[src/rtl/cst_cfg.svh]
// Offsets, field positions, reset values and codes of the status table
`ifndef CST_CFG_SVH
`define CST_CFG_SVH

// ==========================================
// Status table locations
`define CST_ADDR_SYS_ERR      12'h004
`define CST_ADDR_PROC_CFG     12'h7FA
`define CST_ADDR_RECFG_REQ    12'h7FF
`define CST_ADDR_PORT_CFG0    12'h9BB
`define CST_ADDR_PORT_CFG1    12'h9BC
`define CST_ADDR_PORT_CFG2    12'h9BD
`define CST_ADDR_TOP_FLAG_LO  12'h9C5
`define CST_ADDR_TOP_FLAG_HI  12'h9C6
`define CST_ADDR_SLOT_BASE    12'h100
`define CST_SLOT_FIRST_RSVD   12'h014
`define CST_SLOT_LAST_RSVD    12'h113

// ==========================================
// Field positions
`define CST_ERR_PROC_INVALID  6
`define CST_ERR_RUN_NO_IO     5
`define CST_ERR_RUN_LOW_BATT  4
`define CST_ERR_USED_MASK     8'h70
`define CST_PCFG_USED_MASK    8'h3F

// ==========================================
// Codes and reset values
`define CST_REQ_ASSERT        8'hAA
`define CST_REQ_NEGATE        8'h55
`define CST_FLAG_CTRL_CHAR    8'h84
`define CST_ZERO_POINT_SLOT   8'h00
`define CST_SLOT_SUM_EXPECT   8'h00
`define CST_PCFG_RESET        8'h00
`define CST_PORT_CFG_RESET    24'h000000
`define CST_TOP_FLAG_RESET    16'h000F

`endif

[src/rtl/cst_pkg.sv]
// Types shared by the status table block
package cst_pkg;

    // ==========================================
    // Status table access command
    typedef struct packed {
        logic        wr;
        logic        rd;
        logic [11:0] addr;
        logic [7:0]  data;
    } cst_tbl_req_t;

    // ==========================================
    // Processor configuration fields
    typedef struct packed {
        logic scanLossTimerEn;
        logic dataChangeEn;
        logic lowBattScanEn;
        logic clearOutputsIdle;
        logic forceEn;
        logic runProgramEn;
    } cst_proc_cfg_t;

    // ==========================================
    // One program memory word, 24 bits wide
    typedef logic [23:0] cst_mem_word_t;

    // ==========================================
    // Outgoing flag message request
    typedef struct packed {
        logic        valid;
        logic [7:0]  ctrlChar;
        logic [15:0] text;
    } cst_flag_msg_t;

endpackage : cst_pkg

[src/rtl/cst_flag_edge.sv]
// Off-to-on transition detector for one monitored flag bit
`timescale 1ns/1ps

module cst_flag_edge (
    // Clock and reset
    input  wire logic clock,
    input  wire logic rst_n,
    // Monitored bit and its event
    input  wire logic bitIn,
    output logic      edgePulse
);

    logic prevBit;
    logic next_prevBit;
    logic next_edgePulse;

    always_comb begin
        next_prevBit   = bitIn;
        next_edgePulse = bitIn & ~prevBit;
    end

    always_ff @(posedge clock or negedge rst_n) begin
        if (!rst_n) begin
            prevBit   <= 1'b0;
            edgePulse <= 1'b0;
        end else begin
            prevBit   <= next_prevBit;
            edgePulse <= next_edgePulse;
        end
    end

endmodule : cst_flag_edge

[src/rtl/cst_table.sv]
// Configuration and status table with flag monitor for the logic controller
// Behaviour
// - Invalid I/O or processor configuration puts 170 into location 2047.
// - The request means an invalid configuration or a checksum fault, not which.
// - At power-up, slot entries 20 to 275 become zero-point slots.
// - Reserved slot entries are checksummed; mismatch raises the reconfiguration request.
// - System error bit 6 reads 1 while processor configuration is invalid.
// - Error bit 5: run attempted without I/O; bit 4: run with low battery.
// - Config bits 5,4,3 enable scan loss timer, data change, low-battery scan.
// - Config bit 2: outputs frozen when 0, cleared when 1, in idle modes.
// - Config bit 1 enables forcing, bit 0 enables programming in run.
// - Watch 16 flag bits, each off-to-on transition is a flag event.
// - Top flag address: low byte at 2501, high byte at 2502.
// - Port configuration comes from locations 2491 to 2493, writable by command.
// - Program memory words are 24 bits wide.
// - Flag message carries control character 132 with the 16 flag event bits as text.
`timescale 1ns/1ps
`include "cst_cfg.svh"

module cst_table
    import cst_pkg::*;
(
    // Clock and reset
    input  wire logic      clock,
    input  wire logic      rst_n,
    // Table access commands from the serial port
    input  wire cst_tbl_req_t tblReq,
    output logic [7:0]     rdData,
    output logic           rdValid,
    // Controller state
    input  wire logic      ioCfgInvalid,
    input  wire logic      procCfgInvalid,
    input  wire logic      runAttempt,
    input  wire logic      lowBattery,
    // Monitored flag block
    input  wire logic [15:0] flagBits,
    output cst_flag_msg_t  flagMsg,
    // Configuration outputs
    output cst_proc_cfg_t  procCfg,
    output logic [23:0]    commPortCfg,
    output logic [15:0]    topFlagAddr,
    output logic           reconfigPending
);

    // ==========================================
    // Storage
    logic [7:0]    recfgReq;
    logic [7:0]    sysErr;
    logic [7:0]    slotTab [256];
    logic [7:0]    scanIdx;
    logic [7:0]    scanSum;
    logic          sumFault;
    logic [15:0]   flagEvents;

    logic [7:0]    next_recfgReq;
    logic [7:0]    next_sysErr;
    cst_proc_cfg_t next_procCfg;
    logic [23:0]   next_commPortCfg;
    logic [15:0]   next_topFlagAddr;
    logic [7:0]    next_rdData;
    logic          next_rdValid;
    logic [7:0]    next_scanIdx;
    logic [7:0]    next_scanSum;
    logic          next_sumFault;
    cst_flag_msg_t next_flagMsg;

    logic          wrHit;
    logic          slotHit;
    logic [11:0]   slotOff;
    logic [7:0]    slotIdx;
    logic          negateWr;
    logic          raiseReq;

    // ==========================================
    // Address decode of the reserved slot area
    always_comb begin
        slotOff = tblReq.addr - `CST_ADDR_SLOT_BASE;
        slotHit = (tblReq.addr >= `CST_ADDR_SLOT_BASE + `CST_SLOT_FIRST_RSVD)
               && (tblReq.addr <= `CST_ADDR_SLOT_BASE + `CST_SLOT_LAST_RSVD);
        slotIdx = 8'(slotOff - `CST_SLOT_FIRST_RSVD);
        wrHit   = tblReq.wr;
    end

    // ==========================================
    // Reconfiguration request and system error
    always_comb begin
        negateWr = wrHit && (tblReq.addr == `CST_ADDR_RECFG_REQ)
                && (tblReq.data == `CST_REQ_NEGATE);
        // Any cause, a checksum fault included, gives the same code; software cannot tell which
        raiseReq = ioCfgInvalid | procCfgInvalid | sumFault;
        next_recfgReq = recfgReq;
        if (raiseReq) begin
            // Set beats a negate arriving in the same cycle
            next_recfgReq = `CST_REQ_ASSERT;
        end else if (negateWr) begin
            next_recfgReq = `CST_REQ_NEGATE;
        end
        next_sysErr = sysErr;
        if (negateWr) begin
            next_sysErr[`CST_ERR_RUN_NO_IO]    = 1'b0;
            next_sysErr[`CST_ERR_RUN_LOW_BATT] = 1'b0;
        end
        next_sysErr[`CST_ERR_PROC_INVALID] = procCfgInvalid;
        if (runAttempt && ioCfgInvalid) begin
            next_sysErr[`CST_ERR_RUN_NO_IO] = 1'b1;
        end
        if (runAttempt && lowBattery) begin
            next_sysErr[`CST_ERR_RUN_LOW_BATT] = 1'b1;
        end
        next_sysErr = next_sysErr & `CST_ERR_USED_MASK;
    end

    // ==========================================
    // Writable configuration locations
    always_comb begin
        next_procCfg     = procCfg;
        next_commPortCfg = commPortCfg;
        next_topFlagAddr = topFlagAddr;
        if (wrHit) begin
            unique case (tblReq.addr)
                `CST_ADDR_PROC_CFG: begin
                    // Bits 7 and 6 have no storage
                    next_procCfg = cst_proc_cfg_t'(tblReq.data[5:0]);
                end
                `CST_ADDR_PORT_CFG0: next_commPortCfg[7:0]   = tblReq.data;
                `CST_ADDR_PORT_CFG1: next_commPortCfg[15:8]  = tblReq.data;
                `CST_ADDR_PORT_CFG2: next_commPortCfg[23:16] = tblReq.data;
                `CST_ADDR_TOP_FLAG_LO: next_topFlagAddr[7:0]  = tblReq.data;
                `CST_ADDR_TOP_FLAG_HI: next_topFlagAddr[15:8] = tblReq.data;
                default: begin
                end
            endcase
        end
    end

    // ==========================================
    // Read port, one cycle latency, unmapped reads give zero
    always_comb begin
        next_rdValid = tblReq.rd;
        next_rdData  = 8'h00;
        if (tblReq.rd) begin
            if (slotHit) begin
                next_rdData = slotTab[slotIdx];
            end else begin
                unique case (tblReq.addr)
                    `CST_ADDR_SYS_ERR:      next_rdData = sysErr;
                    `CST_ADDR_PROC_CFG:     next_rdData = {2'h0, procCfg};
                    `CST_ADDR_RECFG_REQ:    next_rdData = recfgReq;
                    `CST_ADDR_PORT_CFG0:    next_rdData = commPortCfg[7:0];
                    `CST_ADDR_PORT_CFG1:    next_rdData = commPortCfg[15:8];
                    `CST_ADDR_PORT_CFG2:    next_rdData = commPortCfg[23:16];
                    `CST_ADDR_TOP_FLAG_LO:  next_rdData = topFlagAddr[7:0];
                    `CST_ADDR_TOP_FLAG_HI:  next_rdData = topFlagAddr[15:8];
                    default:                next_rdData = 8'h00;
                endcase
            end
        end
    end

    // ==========================================
    // Background checksum of the reserved slot entries
    // One entry per cycle keeps the adder small; a fault shows within 512 cycles
    always_comb begin
        next_scanIdx  = scanIdx + 8'h01;
        next_scanSum  = scanSum + slotTab[scanIdx];
        next_sumFault = sumFault;
        if (scanIdx == 8'hFF) begin
            next_scanSum  = 8'h00;
            next_sumFault = (8'(scanSum + slotTab[scanIdx]) != `CST_SLOT_SUM_EXPECT);
        end
    end

    always_ff @(posedge clock or negedge rst_n) begin
        if (!rst_n) begin
            for (int i = 0; i < 256; i++) begin
                slotTab[i] <= `CST_ZERO_POINT_SLOT;
            end
        end else if (wrHit && slotHit) begin
            slotTab[slotIdx] <= tblReq.data;
        end
    end

    // ==========================================
    // Flag monitor
    for (genvar g = 0; g < 16; g++) begin : gFlag
        cst_flag_edge uEdge (
            .clock     (clock),
            .rst_n     (rst_n),
            .bitIn     (flagBits[g]),
            .edgePulse (flagEvents[g])
        );
    end

    always_comb begin
        next_flagMsg.valid    = |flagEvents;
        next_flagMsg.ctrlChar = `CST_FLAG_CTRL_CHAR;
        next_flagMsg.text     = flagEvents;
    end

    // ==========================================
    // State registers
    always_ff @(posedge clock or negedge rst_n) begin
        if (!rst_n) begin
            recfgReq        <= `CST_REQ_ASSERT;
            sysErr          <= 8'h00;
            procCfg         <= cst_proc_cfg_t'(6'(`CST_PCFG_RESET));
            commPortCfg     <= `CST_PORT_CFG_RESET;
            topFlagAddr     <= `CST_TOP_FLAG_RESET;
            rdData          <= 8'h00;
            rdValid         <= 1'b0;
            scanIdx         <= 8'h00;
            scanSum         <= 8'h00;
            sumFault        <= 1'b0;
            flagMsg         <= '0;
            reconfigPending <= 1'b1;
        end else begin
            recfgReq        <= next_recfgReq;
            sysErr          <= next_sysErr;
            procCfg         <= next_procCfg;
            commPortCfg     <= next_commPortCfg;
            topFlagAddr     <= next_topFlagAddr;
            rdData          <= next_rdData;
            rdValid         <= next_rdValid;
            scanIdx         <= next_scanIdx;
            scanSum         <= next_scanSum;
            sumFault        <= next_sumFault;
            flagMsg         <= next_flagMsg;
            reconfigPending <= (next_recfgReq == `CST_REQ_ASSERT);
        end
    end

endmodule : cst_table

[config.mk]
export PLATFORM = sky130hd
export DESIGN_NAME = cst_table
export DESIGN_NICKNAME = d
export VERILOG_FILES = /design/src/rtl/cst_pkg.sv /design/src/rtl/cst_flag_edge.sv /design/src/rtl/cst_table.sv
export VERILOG_INCLUDE_DIRS = /design/src /design/src/rtl
export SDC_FILE = /design/constraint.sdc
export NUM_CORES = 2
export LEC_CHECK = 0
export ABC_CLOCK_PERIOD_IN_PS = 10000
export BUFFER_PORTS_ARGS = -buffer_cell sky130_fd_sc_hd__clkbuf_2
export CAP_MARGIN = 20
export CORE_ASPECT_RATIO = 1.5
export CORE_UTILIZATION = 50
export DETAILED_ROUTE_END_ITERATION = 8
export PLACE_DENSITY = 0.62
export SYNTH_ARGS = -nofsm -noshare
export SYNTH_HDL_FRONTEND = slang
export SYNTH_SLANG_ARGS = --single-unit
[constraint.sdc]
create_clock -name clock -period 10 [get_ports clock]
set_input_delay 2 -clock clock [delete_from_list [all_inputs] [get_ports clock]]
set_output_delay 2 -clock clock [all_outputs]
set_load 0.01 [all_outputs]
# Word level (Yosys, flattened, before mapping)
# Index checks and enable logic that the tools add are counted.
# totals
register_bits	2182
in_bits	44
output_inout_bits	81
word_cells	403
# classes
add_sub_neg	4
order_cmp	5
eq_ne	11
n_mux	18
n_bitwise	36
reduce_logical	17
# op_table
op	n
2048-bit bitwise mux	1
8-bit binary-select mux with 8-bit select	2
8-bit 2-to-1 mux	10
8-bit demux with 8-bit select	1
8-bit case mux with 8 select lines	1
12-bit equality test, second input constant	5
12-bit by 11-bit equality test with 1-bit output, second input constant	2
9-bit greater-or-equal comparator, second input constant	2
8-bit NOT with 9-bit output	2
1-bit bitwise AND	16
8-bit equality test, second input constant	2
1-bit NOT	16
16-bit OR reduction	1
12-bit by 3-bit equality test with 1-bit output, second input constant	1
12-bit by 9-bit greater-or-equal comparator with 1-bit output, second input constant	1
12-bit by 10-bit less-or-equal comparator with 1-bit output, second input constant	1
2-bit AND reduction	6
9-bit by 1-bit < comparator with 1-bit output, second input constant	1
8-bit by 1-bit adder with 8-bit output, second input constant	1
8-bit adder	1
8-bit by 7-bit equality test with 1-bit output, second input constant	1
8-bit nonzero test	1
8-bit by 1-bit subtractor with 8-bit output, second input constant	1
8-bit by 5-bit subtractor with 8-bit output, second input constant	1
5 further kinds	14

# Logic depth before layout (Yosys ltp)
# logic_depth
depth_word	8
depth_mapped	18
depth_no_buf	15

# Modules after synthesis
# Synthesis repeated with hierarchy kept, for this count alone.
# unflattened
hier_cells	7035
hier_area_um2	117182.4
# by_module_without_submodules
module	n_inst	cells_per_inst	area_each_um2	seq_area_each_um2
cst_table	1	6987	116161.4	53812.9
cst_flag_edge	16	3	63.8	50.0

# Worst setup path before layout
# Ideal clock, no wire load.
# synth_path
path_kind	input to register
start	input port tblReq[10] (netlist bit)
end	register slotTab[1864] (netlist bit)
setup_ns	0.125
arrival_time_ns	5.037
t_required_ns	9.875
slack_ns	4.838
path_stages	12
path_buffers	3
cell_sequence	buf_2 clkbuf_1 inv_1 ha_1 nor2b_1 or3_1 nand2_1 nor2_2 nand2_2 buf_4 nor2_4 mux2_2
# synth_between
elab_chain_len	8
word_cells_on_any_way	13
cone_classes	2 x add/sub; 4 x order compare; 3 x mux; 1 x bitwise; 3 x reduce/logical
# synth_rtl
element	line	text
from (decl)	cst_table.sv:27	input wire cst_tbl_req_t tblReq,
8-bit by 1-bit subtractor with 8-bit output (no line)	-	
8-bit by 5-bit subtractor with 8-bit output (no line)	-	
8-bit NOT with 9-bit output (implied by the code)	cst_table.sv:179	slotTab[slotIdx] <= tblReq.data;
9-bit greater-or-equal comparator (implied by the code) / 9-bit by 1-bit < comparator with 1-bit output (equally long branches)	cst_table.sv:179	
1-bit logical AND (implied by the code)	cst_table.sv:179	
8-bit 2-to-1 mux (implied by the code)	cst_table.sv:179	
8-bit demux with 8-bit select	cst_table.sv:179	
2048-bit bitwise mux	cst_table.sv:179	
to (signal, indexed assignment)	cst_table.sv:176	slotTab[i] <= `CST_ZERO_POINT_SLOT;
to (signal, indexed assignment)	cst_table.sv:179	
to (decl)	cst_table.sv:49	logic [7:0] slotTab [256];
# Several ways; a longest one is shown, not always the timed one.
# A chain may end at the register's enable or synchronous reset.

# Final worst setup path
# layout_path
start	input port tblReq[10] (netlist bit)
end	register slotTab[1039] (netlist bit)
# The elaborated chain is that of the path after synthesis.

==> summary.txt <==
Die W - 395.6 um
Leak - 58.31 nW
CP startpoint - tblReq[10]
PostCTS Resize Cnt - 0
Vias in the first global route - 72420
Chip height - 592.3 um
Worst VDD drop - 0.1473 mV
Synth unique cells - 78
Critical R2R Launch - scanIdx[0]
Routability congestion estimate - 0.8639
Detail Route Antenna Nets - 0
IO Pins - 125
Initial antenna violation count - 22
Clock buffer depth - 4
Share of cells above drive strength 1 - 60.92%
CTS root buf - clkbuf_16
Row count - 216
Cell Chain, Critical Path - buf_8 > inv_1 > ha_1 > nor2b_1 > or3_1 > a211oi_4 > nand2_1 > nor2_1 > mux2_2
Main synth FF type - dfrtp_1
Cell taking the most area after synthesis - dfrtp_1
Min Tclk post-route - 6.152 ns
Post-route clock period utilization - 61.52%
CP max-delay cell - nor2_1
Slew Limit Fails - 0
Startpoint Class - input pin
Setup TNS - 0 ns
Post-CTS Setup Bufs - 0
Worst Hold Launch - gFlag[5].uEdge.edgePulse
Clock Latency Late Sink - 0.90 ns
Hold-fix buffers, CTS - 0
HPWL Detailed - 233500 um
I/O Buffers - 118
Congestion Overflow GR - 0
Synth Instances - 6982
CP delay by family, top - simple AND/OR/NAND/NOR gates
# DRC - 0
Post-Route Skew - 0.04640 ns
Crit-path max cell delay - 0.97 ns
Hold Path Class - reg2reg
Post-synth ARST share - 100.0%
Worst Tran Pin Value - 1.228 ns
Initial DRT Pass Iterations - 6
Core Area - 230800 sq um
Synthesized flop and latch total - 2182
Pin count of the biggest net entering global routing - 179
Total of fill cells in the finished design - 18250
Final setup viols - 0
Synthesized cell area - 116200 sq um
Drt wl/cell - 35.76 um
Worst path required time - 10.74 ns
Crit path capture type - register
CTS tree - yes
Top cells by count, synth - dfrtp_1, mux2_2, mux4_2
Area growth syn-to-layout - 9.636%
PwrDens - 147.4 nW/um^2
Total GRT Usage - 31.37%
Max H-tree Level - 4
Worst Path Arrival - 6.89 ns
Worst Path Max Fanout - 33
Peak Freq - 162.6 MHz
Post-synth EDFFs - 0
Routed via count - 68480
Most common cell in the netlist - dfrtp_1
Seq/Total Area, Yosys - 47.02%
Syn avg cell area - 16.64 sq um
Final Non-Filler Cells - 10110
Status - finished, final reports clean
Final Hold Viols - 0
FF+latch area - 54630 sq um
Nets - 6929
WS Path Type - in2reg
Relative slew slack - 18.16%
CTS Sinks - 2182
First-pass GRT wire length - 532300 um
Full die area - 234300 sq um
Multi-input logic area - 59010 sq um
Initial Util - 50.33%
MaxCap Viol Count - 0
Synth top area cells - dfrtp_1, mux4_2, mux2_2
Post-synth top area share - 46.81%
DR vias/cell - 6.774
Routed wire length - 361500 um
Cells after DPL - 9698
CP bufs+invs - 2
Worst-path clk slew - 0.06 ns
Cts bufs inserted - 222
First-iteration detailed-routing DRC count - 5371
YS warnings - 0
RSZ-0062 raised after global routing - no
-- per-stage QoR --
stage               setup slack, ns  power [W]  hold WS [ns]  util (%)  instance area, sq um
global placement              2.683    0.01010        0.3601     51.86                119700
floorplan                     4.838   0.009594        0.3540         -                116200
CTS                           3.585    0.01894        0.3815     55.16                127300
global route                  3.601    0.01930        0.3881     55.17                127300
detailed placement            2.648    0.01011        0.3701     51.87                119700
finish                        3.848    0.01877        0.3780     55.18                127400
-- layout make-up --
cell class / count / area share, %
diodes: 10 / 0.01965
multi-input cells: 4184 / 46.34
well taps: 3052 / 2.998
flip-flops and latches: 2182 / 42.90
clock inverters: 84 / 0.8066
clock buffers: 316 / 5.154
inverters: 11 / 0.03242
repair buffers: 270 / 1.755
-- worst paths after layout --
| path | to | slack (ns) | cells past startpoint |
|---|---|---|---|
| worst max-delay path | slotTab[1039] | 3.85 | 9 |
| worst min-delay path | flagMsg[5] | 0.38 | 0 |
| worst max register to register | sumFault | 3.97 | 15 |
| worst min register to register | flagMsg[5] | 0.38 | 0 |
| max in group asynchronous | slotTab[1829] | 6.50 | 3 |
| min in group asynchronous | flagMsg[18] | 1.07 | 1 |
-- cell usage in the layout, fill, tap and decap left out, drive strengths merged, types with 9 or more instances in the layout --
master,synthesis,routed
nor2b,36,36
ha,13,13
a21oi,22,22
mux2i,20,20
nor4,10,10
buf,238,156
mux2,2110,2110
dfrtp,2173,2173
nand3,23,23
a211oi,11,11
o21ai,20,20
a22oi,41,41
diode,0,10
nand2,68,68
or3,9,9
nor2,313,313
nor3,17,17
clkbuf,372,430
bufinv,0,22
o22ai,66,66
mux4,1270,1270
a222oi,11,11
dfstp,9,9
inv,10,13
nand4,22,22
clkinv,1,55
-- per-layer routing --
metal | vias up | GRT usage (%) | part of all wire (%)
met2 | 2405 | 51.22 | 50
met4 | 18 | 15.85 | 5.8
met3 | 749 | 5.424 | 6.1
met1 | 38100 | 40.56 | 38
met5 | - | 0 | 0.032
li1 | 27210 | - | -
-- state kept, by name (all words and copies together) (netlist names), 3 cells and up --
register,cells
commPortCfg,24
flagMsg,18
gFlag.uEdge.edgePulse,16
gFlag.uEdge.prevBit,16
procCfg,6
rdData,8
recfgReq,8
scanIdx,8
scanSum,8
slotTab,2048
sysErr,3
topFlagAddr,16
-- kinds of logic (layout without fill, tap and decap cells) --
group           after synthesis  in the layout  synth area share (%)
compound gates              216            216                 1.304
buf+inv                     621            681                 2.307
simple gates                534            534                 3.860
xor+xnor                     13             13               0.09802
mux                        3400           3400                 45.25
flops                      2182           2182                 47.02
fa+ha+maj                    14             14                0.1573
other cells                   2             17              0.006465
-- power by group --
part | switching (W) | leakage, nW | internal (W)
logic | 0.000753 | 24.2 | 0.000267
clock network | 0.00371 | 3.78 | 0.00511
registers | 0.0000370 | 30.3 | 0.00888
total | 0.00450 | 58.3 | 0.0143
Note: power is estimated with default switching activity, not from simulation.
